<file path="config.mk">
export PLATFORM = sky130hd
export DESIGN_NAME = mcs_sequencer
export DESIGN_NICKNAME = d
export VERILOG_FILES = /design/src/inc/mcs_pkg.sv /design/src/core/mcs_burst_ctr.sv /design/src/core/mcs_sequencer.sv
export SDC_FILE = /design/constraint.sdc
export NUM_CORES = 1
export LEC_CHECK = 0
export ABC_AREA = 1
export BUFFER_PORTS_ARGS = -buffer_cell sky130_fd_sc_hd__buf_2
export CORE_AREA = 2 2 116 175
export DETAILED_ROUTE_END_ITERATION = 12
export DIE_AREA = 0 0 118 177
export PLACE_DENSITY = 0.79
export SLEW_MARGIN = 20
export SYNTH_ARGS = -nofsm -noshare
export SYNTH_HDL_FRONTEND = slang
export SYNTH_SLANG_ARGS = --single-unit
</file>
<file path="constraint.sdc">
create_clock -name core_clk -period 6.45 [get_ports core_clk]
set_input_delay 0 -clock core_clk [delete_from_list [all_inputs] [get_ports core_clk]]
set_output_delay 0 -clock core_clk [all_outputs]
set_load 0.05 [all_outputs]
</file>
<file path="src/inc/mcs_pkg.sv">
// shared constants and types of the maintenance command sequencer
`default_nettype none
package mcs_pkg;

	// ----------------------------------------------------------------
	// register map (byte offsets on the avalon slave)
	// ----------------------------------------------------------------
	localparam int          ADDR_W       = 5;
	localparam logic [4:0]  OFS_CMD      = 5'h00;
	localparam logic [4:0]  OFS_CFG      = 5'h04;
	localparam logic [4:0]  OFS_SWITCH   = 5'h08;
	localparam logic [4:0]  OFS_DISPLAY  = 5'h0c;
	localparam logic [4:0]  OFS_BURST    = 5'h10;
	localparam logic [4:0]  OFS_STATUS   = 5'h14;

	// field positions
	localparam int          CMD_CODE_LSB = 0;
	localparam int          CMD_BUSY_BIT = 8;
	localparam int          CFG_MODE_LSB = 0;
	localparam int          CFG_VF_LSB   = 8;
	localparam int          ST_CODE_LSB  = 0;
	localparam int          ST_LOCK_BIT  = 3;
	localparam int          ST_RUN_BIT   = 4;
	localparam int          ST_RSV_BIT   = 5;

	// values after reset
	localparam logic [31:0] CFG_RST      = 32'h0000_0000;
	localparam logic [31:0] DATA_RST     = 32'h0000_0000;
	localparam logic [3:0]  CODE_RST     = 4'h0;

	// ----------------------------------------------------------------
	// commands, modes, controller states
	// ----------------------------------------------------------------
	localparam int          NPROC        = 8;
	localparam logic [3:0]  CMD_DISP_MEM = 4'h7;
	localparam logic [3:0]  CMD_LOCK     = 4'h8;
	localparam logic [3:0]  CMD_UNLOCK   = 4'h9;
	localparam logic [3:0]  CMD_CLEAR    = 4'ha;
	localparam logic [3:0]  CMD_PRESET   = 4'hb;
	localparam logic [3:0]  CMD_BURST    = 4'hc;
	localparam logic [3:0]  CMD_CYCLE    = 4'hd;

	localparam logic [1:0]  MODE_MANUAL  = 2'h0;
	localparam logic [1:0]  MODE_SEMI    = 2'h1;
	localparam logic [1:0]  MODE_AUTO    = 2'h2;

	// three-bit controller codes shown in status
	localparam logic [2:0]  SC_IDLE      = 3'h0;
	localparam logic [2:0]  SC_WAIT      = 3'h4;
	localparam logic [2:0]  SC_SIX       = 3'h6;
	localparam logic [2:0]  SC_FIVE      = 3'h5;
	localparam logic [2:0]  SC_SEVEN     = 3'h7;

	typedef enum logic [4:0] {
		ST_IDLE  = 5'h01,
		ST_WAIT  = 5'h02,
		ST_SIX   = 5'h04,
		ST_FIVE  = 5'h08,
		ST_SEVEN = 5'h10
	} mcs_state_t;

	// per-processor controls toward the processor array
	typedef struct packed {
		logic [NPROC-1:0] sel_mask;
		logic [NPROC-1:0] adv_mask;
		logic             lock_flag;
		logic             clear_strobe;
		logic             preset_strobe;
		logic             advance_run;
	} mcs_proc_ctl_t;

	// memory path controls
	typedef struct packed {
		logic [31:0] operand_bus;
		logic        switch_select;
		logic        addr_xfer;
		logic        data_xfer;
		logic        write_cycle;
		logic        slot_reserve;
	} mcs_mem_ctl_t;

endpackage : mcs_pkg
`default_nettype wire

</file>
<file path="src/core/mcs_burst_ctr.sv">
// burst counter: loads a count and steps down once per clock
`timescale 1ns/1ps
`default_nettype none
module mcs_burst_ctr #(
	parameter int W = 8
) (
	input  wire logic         core_clk,
	input  wire logic         rst,
	input  wire logic         load,
	input  wire logic [W-1:0] load_value,
	output var  logic [W-1:0] count,
	output var  logic         nonzero
);
	import mcs_pkg::*;

	// ----------------------------------------------------------------
	// counter
	// ----------------------------------------------------------------
	// load wins over the decrement so a new burst never starts one short
	always_ff @(posedge core_clk or posedge rst) begin
		if (rst) begin
			count <= '0;
		end else if (load) begin
			count <= load_value;
		end else if (nonzero) begin
			count <= count - W'(1);
		end
	end

	assign nonzero = |count;

endmodule : mcs_burst_ctr
`default_nettype wire

</file>
<file path="src/core/mcs_sequencer.sv">
// maintenance command sequencer with avalon-mm register slave
// Operation
// RQ1: lock command sets busy and moves controller from 000 to 110
// RQ2: after first clock in 110, lock command sets the counter lock flag
// RQ3: manual mode locks only the console-selected processor
// RQ4: semi and auto modes lock processors named by the select field
// RQ5: a finished command clears busy and code and returns to 000
// RQ6: unlock works like lock but clears the counter lock flag
// RQ7: clear command strobes reset of designated processors' registers in 110
// RQ8: preset command strobes designated processors' registers to all ones
// RQ9: burst in manual or semi mode loads counter and enters 110
// RQ10: auto burst off slot zero waits in state 100
// RQ11: auto burst loads counter and enters 110 once slot zero is current
// RQ12: while burst count is nonzero, advance run is asserted every clock
// RQ13: burst count reaching zero clears busy and code, back to 000
// RQ14: auto burst starts at slot zero, stops after burst-count slots
// RQ15: display-to-memory walks 000, 110, 101, 111, 000; 110 sends switch
// RQ16: auto cycle advances until every designated processor finishes
// RQ17: semi cycle advances like auto but stops at slot zero
// RQ18: manual cycle advances only the console processor until it finishes
// RQ19: final display step puts display on bus and issues memory write
// RQ20: auto mode with matching slot sets the slot reserve flag
// RQ21: software writes a command only while busy is clear
//
// Implementation choices: the placing of the registers and the Avalon-MM interface to the registers.
`timescale 1ns/1ps
`default_nettype none
module mcs_sequencer #(
	parameter int BURST_W = 8
) (
	input  wire logic                       core_clk,
	input  wire logic                       rst,
	input  wire logic [mcs_pkg::ADDR_W-1:0] avs_address,
	input  wire logic                       avs_read,
	input  wire logic                       avs_write,
	input  wire logic [31:0]                avs_writedata,
	output var  logic [31:0]                avs_readdata,
	output var  logic                       avs_waitrequest,
	input  wire logic [2:0]                 console_proc_sel,
	input  wire logic                       slot_zero_current,
	input  wire logic                       slot_proc_match,
	input  wire logic                       buffer_available,
	input  wire logic [mcs_pkg::NPROC-1:0]  proc_instr_done,
	output var  mcs_pkg::mcs_proc_ctl_t     proc_ctl,
	output var  mcs_pkg::mcs_mem_ctl_t      mem_ctl
);
	import mcs_pkg::*;

	// ----------------------------------------------------------------
	// declarations
	// ----------------------------------------------------------------
	mcs_state_t           state_reg, state_next;
	logic                 resp_reg;
	logic                 bus_wr, bus_rd_first;
	logic [31:0]          cfg_reg, switch_register, display_register;
	logic [BURST_W-1:0]   burst_field_reg, burst_count;
	logic [3:0]           cmd_code_reg;
	logic                 busy_reg;
	logic [2:0]           sel_s1, sel_s2, sel_s3, console_sel_reg;
	logic [1:0]           mode;
	logic                 auto_mode_on, slot_ok;
	logic [NPROC-1:0]     vfield, console_mask, test_mask, done_reg, pending;
	logic                 burst_load_ctl, burst_nonzero, finish;
	logic                 reserve_next, addr_x, data_x, cycle_stop;
	logic                 counter_lock_flag, proc_clear_ff, proc_preset_ff;
	logic                 slot_reserve_flag, switch_select_ff;
	logic                 addr_xfer_ff, data_xfer_ff;
	logic [31:0]          operand_bus_ff;
	logic [2:0]           state_code;
	logic                 in_six, run;

	// ----------------------------------------------------------------
	// avalon slave
	// ----------------------------------------------------------------
	// one wait state: data is prepared in the first cycle, the request is
	// accepted in the second, so a write acts only at the edge with waitrequest low
	assign avs_waitrequest = (avs_read | avs_write) & ~resp_reg;
	assign bus_wr          = avs_write & resp_reg;
	assign bus_rd_first    = avs_read & ~resp_reg;

	always_ff @(posedge core_clk or posedge rst) begin
		if (rst) begin
			resp_reg <= 1'b0;
		end else begin
			resp_reg <= (avs_read | avs_write) & ~resp_reg;
		end
	end

	// read mux, unmapped offsets read as zero
	always_ff @(posedge core_clk or posedge rst) begin
		if (rst) begin
			avs_readdata <= DATA_RST;
		end else if (bus_rd_first) begin
			case (avs_address)
				OFS_CMD:     avs_readdata <= {23'h0, busy_reg, 4'h0, cmd_code_reg};
				OFS_CFG:     avs_readdata <= cfg_reg;
				OFS_SWITCH:  avs_readdata <= switch_register;
				OFS_DISPLAY: avs_readdata <= display_register;
				OFS_BURST:   avs_readdata <= 32'(burst_field_reg);
				OFS_STATUS:  avs_readdata <= {26'h0, slot_reserve_flag, burst_nonzero,
				                               counter_lock_flag, state_code};
				default:     avs_readdata <= 32'h0000_0000;
			endcase
		end
	end

	// configuration and data registers
	always_ff @(posedge core_clk or posedge rst) begin
		if (rst) begin
			cfg_reg          <= CFG_RST;
			switch_register  <= DATA_RST;
			display_register <= DATA_RST;
			burst_field_reg  <= '0;
		end else if (bus_wr) begin
			case (avs_address)
				OFS_CFG:     cfg_reg          <= avs_writedata;
				OFS_SWITCH:  switch_register  <= avs_writedata;
				OFS_DISPLAY: display_register <= avs_writedata;
				OFS_BURST:   burst_field_reg  <= avs_writedata[BURST_W-1:0];
				default:     ;
			endcase
		end
	end

	// command code and busy; a write while busy is dropped so a running
	// command cannot be corrupted by an early writer
	always_ff @(posedge core_clk or posedge rst) begin
		if (rst) begin
			busy_reg     <= 1'b0;
			cmd_code_reg <= CODE_RST;
		end else if (finish) begin
			busy_reg     <= 1'b0; // RQ5
			cmd_code_reg <= CODE_RST; // RQ13
		end else if (bus_wr && avs_address == OFS_CMD && !busy_reg && state_reg == ST_IDLE
		             && avs_writedata[CMD_CODE_LSB+:4] >= CMD_DISP_MEM
		             && avs_writedata[CMD_CODE_LSB+:4] <= CMD_CYCLE) begin // RQ21
			busy_reg     <= 1'b1; // RQ1
			cmd_code_reg <= avs_writedata[CMD_CODE_LSB+:4];
		end
	end

	// ----------------------------------------------------------------
	// console switch synchroniser and mode decode
	// ----------------------------------------------------------------
	// switch value only counts once the last two stages agree
	always_ff @(posedge core_clk or posedge rst) begin
		if (rst) begin
			sel_s1          <= 3'h0;
			sel_s2          <= 3'h0;
			sel_s3          <= 3'h0;
			console_sel_reg <= 3'h0;
		end else begin
			sel_s1 <= console_proc_sel;
			sel_s2 <= sel_s1;
			sel_s3 <= sel_s2;
			if (sel_s2 == sel_s3) begin
				console_sel_reg <= sel_s3;
			end
		end
	end

	assign mode         = cfg_reg[CFG_MODE_LSB+:2];
	assign vfield       = cfg_reg[CFG_VF_LSB+:NPROC];
	assign auto_mode_on = (mode == MODE_AUTO);
	assign slot_ok      = slot_proc_match & buffer_available;
	assign console_mask = NPROC'(1) << console_sel_reg;
	assign test_mask    = (mode == MODE_MANUAL) ? console_mask : vfield; // RQ3 RQ4

	// ----------------------------------------------------------------
	// controller
	// ----------------------------------------------------------------
	always_ff @(posedge core_clk or posedge rst) begin
		if (rst) begin
			state_reg <= ST_IDLE;
		end else begin
			state_reg <= state_next;
		end
	end

	always_comb begin
		state_next     = state_reg;
		finish         = 1'b0;
		burst_load_ctl = 1'b0;
		reserve_next   = 1'b0;
		addr_x         = 1'b0;
		data_x         = 1'b0;
		case (state_reg)
			ST_IDLE: begin
				if (busy_reg) begin
					case (cmd_code_reg)
						CMD_DISP_MEM: begin
							if (auto_mode_on && !slot_ok) begin
								state_next = ST_WAIT; // RQ15
							end else begin
								state_next   = ST_SIX;
								reserve_next = auto_mode_on; // RQ20
							end
						end
						CMD_BURST: begin
							if (auto_mode_on && !slot_zero_current) begin
								state_next = ST_WAIT; // RQ10
							end else begin
								state_next     = ST_SIX; // RQ9 RQ11
								burst_load_ctl = 1'b1;
							end
						end
						default: state_next = ST_SIX; // RQ1
					endcase
				end
			end
			ST_WAIT: begin
				if (cmd_code_reg == CMD_BURST) begin
					if (slot_zero_current) begin
						state_next     = ST_SIX; // RQ11 RQ14
						burst_load_ctl = 1'b1;
					end
				end else if (slot_ok) begin
					state_next   = ST_SIX;
					reserve_next = 1'b1; // RQ20
				end
			end
			ST_SIX: begin
				case (cmd_code_reg)
					CMD_DISP_MEM: begin
						state_next = ST_FIVE; // RQ15
						addr_x     = 1'b1;
					end
					CMD_BURST: begin
						if (!burst_nonzero) begin
							state_next = ST_IDLE; // RQ13
							finish     = 1'b1;
						end
					end
					CMD_CYCLE: begin
						if (cycle_stop) begin
							state_next = ST_IDLE; // RQ16
							finish     = 1'b1;
						end
					end
					default: begin
						state_next = ST_IDLE; // RQ5
						finish     = 1'b1;
					end
				endcase
			end
			ST_FIVE: begin
				if (!auto_mode_on || slot_ok) begin
					state_next   = ST_SEVEN; // RQ15
					reserve_next = auto_mode_on; // RQ20
				end
			end
			ST_SEVEN: begin
				state_next = ST_IDLE; // RQ19
				data_x     = 1'b1;
				finish     = 1'b1;
			end
			default: state_next = ST_IDLE;
		endcase
	end

	// documented controller code for status
	always_comb begin
		case (state_reg)
			ST_WAIT:  state_code = SC_WAIT;
			ST_SIX:   state_code = SC_SIX;
			ST_FIVE:  state_code = SC_FIVE;
			ST_SEVEN: state_code = SC_SEVEN;
			default:  state_code = SC_IDLE;
		endcase
	end

	assign in_six = (state_reg == ST_SIX);

	// ----------------------------------------------------------------
	// burst counter
	// ----------------------------------------------------------------
	mcs_burst_ctr #(
		.W (BURST_W)
	) u_burst (
		.core_clk   (core_clk),
		.rst        (rst),
		.load       (burst_load_ctl),
		.load_value (burst_field_reg),
		.count      (burst_count),
		.nonzero    (burst_nonzero)
	);

	// ----------------------------------------------------------------
	// cycle command completion tracking, one flag per processor
	// ----------------------------------------------------------------
	genvar gi;
	generate
		for (gi = 0; gi < NPROC; gi++) begin : g_done
			always_ff @(posedge core_clk or posedge rst) begin
				if (rst) begin
					done_reg[gi] <= 1'b0;
				end else if (state_reg == ST_IDLE && busy_reg && cmd_code_reg == CMD_CYCLE) begin
					done_reg[gi] <= 1'b0;
				end else if (in_six && cmd_code_reg == CMD_CYCLE && proc_instr_done[gi]) begin
					done_reg[gi] <= 1'b1; // RQ16
				end
			end
		end
	endgenerate

	assign pending = test_mask & ~done_reg;
	// semi mode only halts at slot zero; auto and manual halt when all are done
	assign cycle_stop = (mode == MODE_SEMI) ? (pending == '0 && slot_zero_current) // RQ17
	                                         : (pending == '0); // RQ16 RQ18

	// ----------------------------------------------------------------
	// processor controls
	// ----------------------------------------------------------------
	always_ff @(posedge core_clk or posedge rst) begin
		if (rst) begin
			counter_lock_flag <= 1'b0;
		end else if (in_six && cmd_code_reg == CMD_LOCK) begin
			counter_lock_flag <= 1'b1; // RQ2
		end else if (in_six && cmd_code_reg == CMD_UNLOCK) begin
			counter_lock_flag <= 1'b0; // RQ6
		end
	end

	// one-clock register strobes
	always_ff @(posedge core_clk or posedge rst) begin
		if (rst) begin
			proc_clear_ff  <= 1'b0;
			proc_preset_ff <= 1'b0;
		end else begin
			proc_clear_ff  <= in_six && cmd_code_reg == CMD_CLEAR; // RQ7
			proc_preset_ff <= in_six && cmd_code_reg == CMD_PRESET; // RQ8
		end
	end

	assign run = in_six && ((cmd_code_reg == CMD_BURST && burst_nonzero) // RQ12
	             || (cmd_code_reg == CMD_CYCLE && !cycle_stop));

	always_comb begin
		proc_ctl.sel_mask      = test_mask;
		proc_ctl.lock_flag     = counter_lock_flag;
		proc_ctl.clear_strobe  = proc_clear_ff;
		proc_ctl.preset_strobe = proc_preset_ff;
		proc_ctl.advance_run   = run;
		if (mode == MODE_MANUAL) begin
			proc_ctl.adv_mask = (cmd_code_reg == CMD_CYCLE) ? pending : console_mask; // RQ18
		end else begin
			proc_ctl.adv_mask = {NPROC{1'b1}};
		end
	end

	// ----------------------------------------------------------------
	// memory path
	// ----------------------------------------------------------------
	always_ff @(posedge core_clk or posedge rst) begin
		if (rst) begin
			switch_select_ff  <= 1'b0;
			addr_xfer_ff      <= 1'b0;
			data_xfer_ff      <= 1'b0;
			slot_reserve_flag <= 1'b0;
			operand_bus_ff    <= DATA_RST;
		end else begin
			addr_xfer_ff      <= addr_x;
			data_xfer_ff      <= data_x; // RQ19
			slot_reserve_flag <= reserve_next;
			if (addr_x) begin
				switch_select_ff <= 1'b1;
				operand_bus_ff   <= switch_register; // RQ15
			end else if (data_x) begin
				switch_select_ff <= 1'b0;
				operand_bus_ff   <= display_register; // RQ19
			end
		end
	end

	always_comb begin
		mem_ctl.operand_bus   = operand_bus_ff;
		mem_ctl.switch_select = switch_select_ff;
		mem_ctl.addr_xfer     = addr_xfer_ff;
		mem_ctl.data_xfer     = data_xfer_ff;
		mem_ctl.write_cycle   = data_xfer_ff;
		mem_ctl.slot_reserve  = slot_reserve_flag;
	end

	// ----------------------------------------------------------------
	// assertions
	// ----------------------------------------------------------------
	property p_lock_start;
		@(posedge core_clk) disable iff (rst)
		(state_reg == ST_IDLE && busy_reg && cmd_code_reg == CMD_LOCK) |=> (state_code == SC_SIX && busy_reg);
	endproperty
	a_lock_start: assert property (p_lock_start) else $error("lock did not enter six"); // RQ1

	property p_lock_set;
		@(posedge core_clk) disable iff (rst)
		(in_six && cmd_code_reg == CMD_LOCK) |=> (counter_lock_flag && state_code == SC_IDLE && !busy_reg);
	endproperty
	a_lock_set: assert property (p_lock_set) else $error("lock flag or finish missing"); // RQ2

	property p_manual_sel;
		@(posedge core_clk) disable iff (rst)
		(mode == MODE_MANUAL) |-> (proc_ctl.sel_mask == console_mask && $onehot(proc_ctl.sel_mask));
	endproperty
	a_manual_sel: assert property (p_manual_sel) else $error("manual select not console"); // RQ3

	property p_unlock;
		@(posedge core_clk) disable iff (rst)
		(in_six && cmd_code_reg == CMD_UNLOCK) |=> (!counter_lock_flag && cmd_code_reg == CODE_RST);
	endproperty
	a_unlock: assert property (p_unlock) else $error("unlock did not clear flag"); // RQ6

	property p_clear;
		@(posedge core_clk) disable iff (rst)
		(in_six && cmd_code_reg == CMD_CLEAR) |=> proc_ctl.clear_strobe ##1 !proc_ctl.clear_strobe;
	endproperty
	a_clear: assert property (p_clear) else $error("clear strobe not one clock"); // RQ7

	property p_burst_load;
		@(posedge core_clk) disable iff (rst)
		(state_reg == ST_IDLE && busy_reg && cmd_code_reg == CMD_BURST && !auto_mode_on)
		|=> (in_six && burst_count == $past(burst_field_reg));
	endproperty
	a_burst_load: assert property (p_burst_load) else $error("burst not loaded"); // RQ9

	property p_burst_wait;
		@(posedge core_clk) disable iff (rst)
		(state_reg == ST_IDLE && busy_reg && cmd_code_reg == CMD_BURST && auto_mode_on && !slot_zero_current)
		|=> (state_code == SC_WAIT);
	endproperty
	a_burst_wait: assert property (p_burst_wait) else $error("auto burst did not wait"); // RQ10

	property p_burst_run;
		@(posedge core_clk) disable iff (rst)
		(in_six && cmd_code_reg == CMD_BURST) |-> (proc_ctl.advance_run == burst_nonzero);
	endproperty
	a_burst_run: assert property (p_burst_run) else $error("run does not follow counter"); // RQ12

	property p_burst_end;
		@(posedge core_clk) disable iff (rst)
		(in_six && cmd_code_reg == CMD_BURST && !burst_nonzero) |=> (state_code == SC_IDLE && !busy_reg);
	endproperty
	a_burst_end: assert property (p_burst_end) else $error("burst did not finish"); // RQ13

	property p_disp_walk;
		@(posedge core_clk) disable iff (rst)
		(in_six && cmd_code_reg == CMD_DISP_MEM)
		|=> (state_code == SC_FIVE && mem_ctl.addr_xfer && mem_ctl.switch_select
		     && mem_ctl.operand_bus == switch_register);
	endproperty
	a_disp_walk: assert property (p_disp_walk) else $error("display step six wrong"); // RQ15

	property p_disp_write;
		@(posedge core_clk) disable iff (rst)
		(state_reg == ST_SEVEN) |=> (mem_ctl.write_cycle && !mem_ctl.switch_select && state_code == SC_IDLE);
	endproperty
	a_disp_write: assert property (p_disp_write) else $error("display write missing"); // RQ19

endmodule : mcs_sequencer
`default_nettype wire

</file>
==> results of run 1 <==
layout make-up:
type,count,area share
repair buffers,198,0.109
clock inverters,14,0.0161
clock buffers,23,0.0475
multi-input cells,699,0.298
inverters,126,0.0413
flip-flops and latches,214,0.460
well taps,260,0.0279
placed cells by master, fill, tap and decap left out, drive strengths merged:
master       synthesis  routed
nor3                 8       8
nand3               35      35
ha                   2       2
inv                125     126
nor3b                1       1
a221oi              23      23
clkinvlp             0       4
o211ai              28      28
dlygate4sd3          0      50
a21boi               3       3
clkinv               1       6
a211oi               3       3
a41oi                1       1
nor4                 1       1
o221ai               3       3
a31oi                3       3
clkbuf              25      23
o21ai              159     159
nand2              301     301
dfrtp              213     213
or2                  1       1
and2                 1       1
a21oi               23      23
nor2                69      69
o31ai                1       1
o22ai                9       9
dfstp                1       1
o21a                 4       4
buf                 29     148
o2111ai              1       1
nand4                6       6
xnor2                4       4
a22oi                2       2
bufinv               0       4
nand3b               2       2
xor2                 5       5
layer usage:
metal / global-route usage / wire length [microns]
met5: 0 / 0
met3: 0.0226 / 1390
met2: 0.434 / 13100
met1: 0.322 / 10500
met4: 0.0959 / 876
logic make-up after synthesis:
| family | count (synthesis) | share of synthesized area |
|---|---|---|
| flip-flops | 214 | 0.561 |
| AO/OA/AOI/OAI | 263 | 0.162 |
| AND/OR/NAND/NOR | 425 | 0.188 |
| adder cells (fa/ha/maj) | 2 | 0.00262 |
| buffers and inverters | 180 | 0.0780 |
| XOR/XNOR | 9 | 0.00826 |
stage by stage:
step                power, mW  cells
global placement         2.27   1446
finish                   3.61   1534
CTS                      3.62   1533
detailed placement       2.28   1446
floorplan                2.12   1093
global route             3.77   1534
worst reg2reg max path, delay by kind of cell (launching register included):
family,cells,cell delay (ns)
AO/OA/AOI/OAI,1,0.14
buffers and inverters,1,0.47
flip-flops,1,0.53
AND/OR/NAND/NOR,4,1.55
how the worst max path moves through the flow:
| stage | start | end | slack, ns |
|---|---|---|---|
| 3_3_place_gp | state_reg[0] | operand_bus_ff[17] | 3.75 |
| 3_5_place_dp | state_reg[0] | operand_bus_ff[14] | 3.69 |
| 6_report | state_reg[0] | operand_bus_ff[12] | 3.65 |
| 5_1_grt | state_reg[0] | operand_bus_ff[23] | 3.42 |
| 4_1_cts | state_reg[0] | operand_bus_ff[12] | 3.64 |
| 2_1_floorplan | rst | addr_xfer_ff | 0.60 |
power breakdown:
| part | switching [mW] | leakage [nW] | internal (mW) |
|---|---|---|---|
| Clock | 0.529 | 0.355 | 0.784 |
| Sequential | 0.104 | 2.83 | 1.49 |
| Combinational | 0.490 | 2.59 | 0.218 |
==> impl_metrics.ini, run 1 <==
[outcome]
status = finished clean

[setup_path]
arrival_ns = 3.18
critical_path.max_fanout = 32
critical-path-max-stage-delay_ns = 0.76
startpoint_type = register
crit_slowest_cell = nor2_4
worst_r2r_path_depth = 6
r2r_slack_ns = 3.65
cp_top_family = simple AND/OR/NAND/NOR gates
worstSetupPathType = register to register
worst_setup_path_end_kind = register
required_ns = 6.83
cp.depth = 6
crit_buf_inv = 1
r2r_end = operand_bus_ff[12]
timing.rr.start = state_reg[0]
crit_chain = nor2_1 -> nand3_2 -> clkinv_1 -> nor2_4 -> nand2_1 -> o211ai_1

[sta]
worst_slack_ns = 3.65
fin_crit_ns = 2.80
worst_pin_slew_ns = 1.01
slew_headroom = 0.328
fin_crit_sh = 0.434
final-hold-violation-count = 0
timing.hold.ws_ns = 0.0305
setup_tns_ns = 0
clock.fmax_mhz = 357
slew_violations = 0
rsz0062_at_grt = false
finalSetupViolCount = 0
skew_ns = 0.0115

[cts]
cts_buffers = 21
cts_setup_buffers = 0
postCtsResizedCells = 0
cts_tree = done
clk_latency_ns = 0.50
htreeDepth = 1
ctsLongestPathBuffers = 3
clock_sinks = 214
clk_pin_slew_ns = 0.07
hold_buffers = 50
clockRootBuffer = clkbuf_16

[hold_path]
holdPathStages = 6
hold_class = primary input to register
min-delay-start = slot_zero_current
whs_endpoint = state_reg[1]

[global_route]
grt_pass1_vias = 8118
track_usage = 0.248
grt_max_degree = 136
antenna_found_initial = 0
grt_first_pass_wirelength_microns = 41700
grt_overflow = 0

[synthesis]
syn_nets = 1150
ys_warn_count = 0
synth.avg_cell_area_sq_um = 8.73
synth.most_common_cell = nand2_1
async_flop_share = 1.00
ys_top_cells_by_count = 289 x nand2_1, 213 x dfrtp_1, 152 x o21ai_0, 116 x inv_1, 58 x nor2_1
synth-seq-cells = 214
yosys.area.top_type = dfrtp_1
synth_area_leaders = dfrtp_1 56%, nand2_1 11%, o21ai_0 8.0%, inv_1 4.6%, nor2_1 2.3%
synth.distinct_cells = 45
synth_edf_count = 0
synth.top_cell.area_share = 0.559
postSynthCellCount = 1093
syn_area_sq_mm = 0.00954
dominantRegCellSynth = dfrtp_1
synth.yosys.seq_area_share = 0.561

[floorplanning]
ioPinCount = 145
dieArea_sq_mm = 0.0209
die_width_microns = 118
initial_core_util = 0.490
core_region_area_sq_mm = 0.0195
dieHeight_microns = 177
std_cell_rows = 63

[detailed_routing]
avgRoutedWirePerCell_microns = 16.9
vias = 8314
drt_wl_total_microns = 25900
drc_errors = 0
drtAntennaViolNets = 0
drtPass1Iterations = 5
drt-initial-drc-count = 657
avgViaCountPerCell = 5.42

[layout]
seqCellArea_sq_mm = 0.00536
multi_input_area_sq_mm = 0.00347
insertedDiodeCount = 0
final_util = 0.598
syn2layout_area_growth_pct = 22.0
design_area_sq_mm = 0.0116
final_layout_size_suffix_gt1_frac = 0.181
nets = 1317
fillers = 1704

[pwr]
power.leakage_nw = 5.78
ir_drop_v = 0.000240
powerDensity_mw_per_mm2 = 310

[placed_design]
place_congestion = 0.904
io_buffer_count = 144
placed_cell_area_sq_mm = 0.0104
pre_cts_ws_ns = 3.69
place_hpwl_microns = 16700

[flow_run]
drv_cap = 0
(Power assumes the default switching activity.)
==> inputs of run 2 (changes only) <==
==> constraint.sdc (replaced) <==
create_clock -name core_clk -period 2.6 [get_ports core_clk]
set_input_delay 0 -clock core_clk [delete_from_list [all_inputs] [get_ports core_clk]]
set_output_delay 0 -clock core_clk [all_outputs]
set_load 0.05 [all_outputs]
==> run 2 against run 1 <==
  * Die area did not move
  * Worst hold slack barely moved
  * Sequential share of layout area barely moved
  * Critical path type is now register to primary output
  * Critical endpoint is now proc_ctl[4]
==> impl_metrics.ini, run 2 (synthesis gave the netlist of run 1 again) <==
[pwr]
finalPower_mw = 8.60
p_int_mw = 5.91
p_sw_frac = 0.312
seq_power_share = 0.459
powerDensity_mw_per_mm2 = 739
power.leakage_nw = 5.77
comb_power_share = 0.203
ir_drop_v = 0.000538
power.switching_mw = 2.68
clkPwrFrac = 0.338

[global_route]
grt_overflow = 0
antenna_found_initial = 0
track_usage = 0.242
grt_max_degree = 135
grt_pass1_vias = 8226
grt_first_pass_wirelength_microns = 40900

[sta]
rsz0062_at_grt = false
slew_headroom = 0.415
worst_slack_ns = 0.129
finalSetupViolCount = 0
setup_tns_ns = 0
clock.fmax_mhz = 405
skew_ns = 0.0180
worst_pin_slew_ns = 0.877
timing.hold.ws_ns = 0.0308
fin_crit_sh = 0.951
slew_violations = 0
fin_crit_ns = 2.47
final-hold-violation-count = 0

[cts]
cts_tree = done
cts_setup_buffers = 0
clk_pin_slew_ns = 0.07
clock_sinks = 214
cts_buffers = 20
clk_latency_ns = 0.49
htreeDepth = 1
clockRootBuffer = clkbuf_16
ctsLongestPathBuffers = 3

[placed_design]
dp_cells = 1459
placed_cell_area_sq_mm = 0.0105
io_buffer_count = 144
place_congestion = 0.914
place_hpwl_microns = 17200
pre_cts_ws_ns = 0.383

[detailed_routing]
drtPass1Iterations = 5
drt_wl_total_microns = 25400
avgRoutedWirePerCell_microns = 16.5
vias = 8286
drtAntennaViolNets = 0
avgViaCountPerCell = 5.37
drc_errors = 0
drt-initial-drc-count = 648

[layout]
final_cell_mix = 287 x nand2_1, 213 x dfrtp_1, 152 x o21ai_0
fillers = 1664
design_area_sq_mm = 0.0116
insertedDiodeCount = 0
nets = 1327
final_util = 0.598
syn2layout_area_growth_pct = 22.0
final_common_cell = nand2_1
final_layout_size_suffix_gt1_frac = 0.186
instances_no_fill = 1543

[setup_path]
critical-path-max-stage-delay_ns = 0.43
worstSetupPathType = register to primary output
critical_path.max_fanout = 11
worst_setup_path_end_kind = primary output
crit_chain = inv_2 -> nand3_1 -> nor2_2 -> inv_1 -> o21ai_0 -> buf_2
startpoint_type = register
arrival_ns = 2.47
required_ns = 2.60
crit_slowest_cell = dfrtp_1

[floorplanning]
initial_core_util = 0.490
dieArea_sq_mm = 0.0209
std_cell_rows = 63
core_region_area_sq_mm = 0.0195
dieHeight_microns = 177
ioPinCount = 145
die_width_microns = 118

[outcome]
status = finished clean

[hold_path]
hold_class = primary input to register

[flow_run]
drv_cap = 0
run 2: worst max-delay path: cells and delay by family (launching register included):
family | cells | cell delay [ns]
simple gates | 2 | 0.47
compound gates | 1 | 0.32
buf+inv | 3 | 0.74
flops | 1 | 0.43
run 2: routing by layer:
metal	track usage	part of all wire	vias to the layer above
li1	-	-	3925
met1	0.305	0.40	3979
met2	0.413	0.49	309
met3	0.0300	0.054	73
met4	0.124	0.049	0
met5	0	0	-
run 2: repair_timing:
item	CTS	global route
resized for setup	1	0
hold buffers	49	0
hold endpoints to repair	336	0
setup endpoints to repair	1	0
run 2: power groups by stage:
stage / logic, mW / clock network, mW / registers, mW
floorplan: 1.24 / 0 / 4.01
global placement: 1.64 / 0 / 3.98
detailed placement: 1.68 / 0 / 4.00
CTS: 1.75 / 2.96 / 3.94
global route: 1.94 / 3.09 / 3.99
finish: 1.74 / 2.91 / 3.95
run 2: layout make-up:
class	instances	area (sq um)	share of cell area
Clock buffer	26	584	0.0502
Inverter	126	477	0.0410
Multi-Input combinational cell	699	3450	0.297
Sequential cell	214	5360	0.460
Timing Repair Buffer	209	1370	0.118
Clock inverter	9	75.1	0.00645
Tap cell	260	325	0.0280
run 2: worst paths after layout:
kind	startpoint	endpoint	slack (ns)	depth (start not counted)
hold / removal	avs_read	avs_readdata[6]	0.03	6
min in group asynchronous	rst	console_sel_reg[2]	0.18	4
max in group asynchronous	rst	switch_register[24]	1.77	4
setup / recovery	cmd_code_reg[1]	proc_ctl[4]	0.13	6
hold reg to reg	sel_s1[0]	sel_s2[0]	0.35	0
setup reg to reg	state_reg[0]	operand_bus_ff[11]	0.40	9
==> inputs of run 3 (changes only) <==
--- a/config.mk
+++ b/config.mk
@@ -7,11 +7,13 @@
 export LEC_CHECK = 0
 export ABC_AREA = 1
 export BUFFER_PORTS_ARGS = -buffer_cell sky130_fd_sc_hd__buf_2
-export CORE_AREA = 2 2 116 175
+export CORE_AREA = 2 2 118 178
 export DETAILED_ROUTE_END_ITERATION = 12
-export DIE_AREA = 0 0 118 177
-export PLACE_DENSITY = 0.79
+export DIE_AREA = 0 0 120 180
+export MAX_ROUTING_LAYER = met4
+export PLACE_DENSITY = 0.78
 export SLEW_MARGIN = 20
 export SYNTH_ARGS = -nofsm -noshare
 export SYNTH_HDL_FRONTEND = slang
+export SYNTH_HIERARCHICAL = 1
 export SYNTH_SLANG_ARGS = --single-unit
==> run 3 against run 2 <==
  * Combinational power increased by 7%
  * Largest power group unchanged
  * Cell count increased by 3.6%
  * Critical path type unchanged
  * Cell area increased by 3.2%
  * Clock skew increased by 0.0029 ns
  * Clock power increased by 8.9%
  * Via count increased by 3.5%
==> impl_metrics.ini, run 3 <==
[outcome]
status = finished clean

[setup_path]
r2r_end = u_burst/count[0]
required_ns = 2.60
crit_chain = inv_1 -> nor3_4 -> inv_2 -> o21ai_0 -> buf_2
critical-path-max-stage-delay_ns = 0.47
critical_path.max_fanout = 11
r2r_slack_ns = 0.55
cp-startpoint = cmd_code_reg[0]
cp-endpoint = proc_ctl[7]
crit_slowest_cell = dfrtp_1
timing.rr.start = cmd_code_reg[1]
worstSetupPathType = register to primary output
arrival_ns = 2.36
worst_setup_path_end_kind = primary output
startpoint_type = register
worst_r2r_path_depth = 8

[detailed_routing]
drtPass1Iterations = 5
vias = 8574
avgViaCountPerCell = 5.37
avgRoutedWirePerCell_microns = 16.8
drtAntennaViolNets = 0
drc_errors = 0
drt_wl_total_microns = 26900
drt-initial-drc-count = 764

[cts]
clockRootBuffer = clkbuf_16
cts_tree = done
hold_buffers = 49
postCtsResizedCells = 0
clock_sinks = 214
cts_setup_buffers = 0
htreeDepth = 1
ctsLongestPathBuffers = 3
clk_pin_slew_ns = 0.06
cts_buffers = 21
clk_latency_ns = 0.50

[synthesis]
dominantRegCellSynth = dfrtp_1
synth.most_common_cell = nand2_1
synth.avg_cell_area_sq_um = 8.65
postSynthCellCount = 1144
synth-seq-cells = 214
synth_area_leaders = dfrtp_1 54%, nand2_1 12%, o21ai_0 7.7%, inv_1 4.9%, o211ai_1 2.4%
async_flop_share = 1.00
ys_warn_count = 6
synth.top_cell.area_share = 0.538
synth.yosys.seq_area_share = 0.541
ys_top_cells_by_count = 306 x nand2_1, 213 x dfrtp_1, 152 x o21ai_0, 129 x inv_1, 48 x nor2_1
synth.distinct_cells = 46
yosys.area.top_type = dfrtp_1
syn_nets = 1201
syn_area_sq_mm = 0.00990
synth_edf_count = 0

[floorplanning]
ioPinCount = 145
dieHeight_microns = 180
initial_core_util = 0.492
die_width_microns = 120
core_region_area_sq_mm = 0.0201
dieArea_sq_mm = 0.0216
std_cell_rows = 64

[pwr]
powerDensity_mw_per_mm2 = 747
ir_drop_v = 0.000638
power.leakage_nw = 5.94

[global_route]
antenna_found_initial = 1
grt_max_degree = 122
grt_first_pass_wirelength_microns = 43800
grt_pass1_vias = 8515
grt_overflow = 0
track_usage = 0.259

[sta]
fin_crit_sh = 0.907
final-hold-violation-count = 0
finalSetupViolCount = 0
slew_headroom = 0.532
slew_violations = 0
fin_crit_ns = 2.36
skew_ns = 0.0209
worst_pin_slew_ns = 0.702
clock.fmax_mhz = 424
rsz0062_at_grt = false

[layout]
final_common_cell = nand2_1
syn2layout_area_growth_pct = 21.4
design_area_sq_mm = 0.0120
final_layout_size_suffix_gt1_frac = 0.187
final_cell_mix = 305 x nand2_1, 213 x dfrtp_1, 152 x o21ai_0
nets = 1376
final_util = 0.598

[placed_design]
io_buffer_count = 144
place_congestion = 0.941
place_hpwl_microns = 18100
placed_cell_area_sq_mm = 0.0108

[flow_run]
drv_cap = 0

[hold_path]
hold_class = primary input to asynchronous set/reset pin
run 3: cell count changes in the layout (fill, tap and decap cells not counted), sizes merged, moves of 8 or more:
cell,change
a221oi,-19
a21oi,+17
nand2,+17
o31ai,+15
o21ai,+12
inv,+9
mux2,+8
run 3: cells by family after synthesis:
family          Yosys count  synth area share
flops                   214             0.541
xor+xnor                  3           0.00266
simple gates            433             0.192
buf+inv                 195            0.0836
fa+ha+maj                 2           0.00253
compound gates          289             0.169
mux                       8           0.00910
run 3: how the worst min path moves through the flow:
stage | startpoint | endpoint | depth (start not counted)
finish | rst | u_burst/count[5] | 3
global route | rst | u_burst/count[7] | 3
CTS | rst | u_burst/count[5] | 3
detailed placement | rst | u_burst/count[5] | 2
global placement | rst | u_burst/count[7] | 2
floorplan | rst | u_burst/count[0] | 1
run 3: layout make-up:
class                      count  area (sq um)
fill                        1767          8090
sequential                   214          5360
multi-input combinational    735          3720
timing repair buffer         212          1390
clock buffer                  31           573
inverter                     135           510
tap                          264           330
clock inverter                 6           130
antenna                        1          2.50
run 3: layer usage:
metal	up-vias	GRT usage	share of wire
met5	-	-	0
met4	0	0.0904	0.032
met3	65	0.0346	0.062
met2	300	0.438	0.51
met1	4121	0.318	0.40
li1	4088	-	-
run 3: per-stage QoR:
stage | TNS (ns) | instances | setup WS (ns) | power, mW | hold WS, ns
detailed placement | 0 | 1511 | 0.546 | 5.79 | 0.00357
finish | 0 | 1598 | 0.241 | 8.98 | 0.0276
global placement | 0 | 1511 | 0.641 | 5.74 | -0.00454
CTS | 0 | 1597 | 0.264 | 9.01 | 0.0394
global route | 0 | 1598 | 0.0495 | 9.39 | 0.0619
floorplan | -14.65 | 1144 | -0.0714 | 5.34 | -0.184
run 3: worst max-delay path, delay by kind of cell (launching register included):
kind,cells,cell delay (ns)
DFF,1,0.47
AOI/OAI and AO/OA,1,0.32
buffers and inverters,3,0.67
and+or+nand+nor,1,0.41
run 3: where the power goes:
part / internal (mW) / switching, mW / leakage (nW)
combinational: 0.564 / 1.30 / 2.76
clock: 1.92 / 1.25 / 0.341
sequential: 3.68 / 0.268 / 2.84
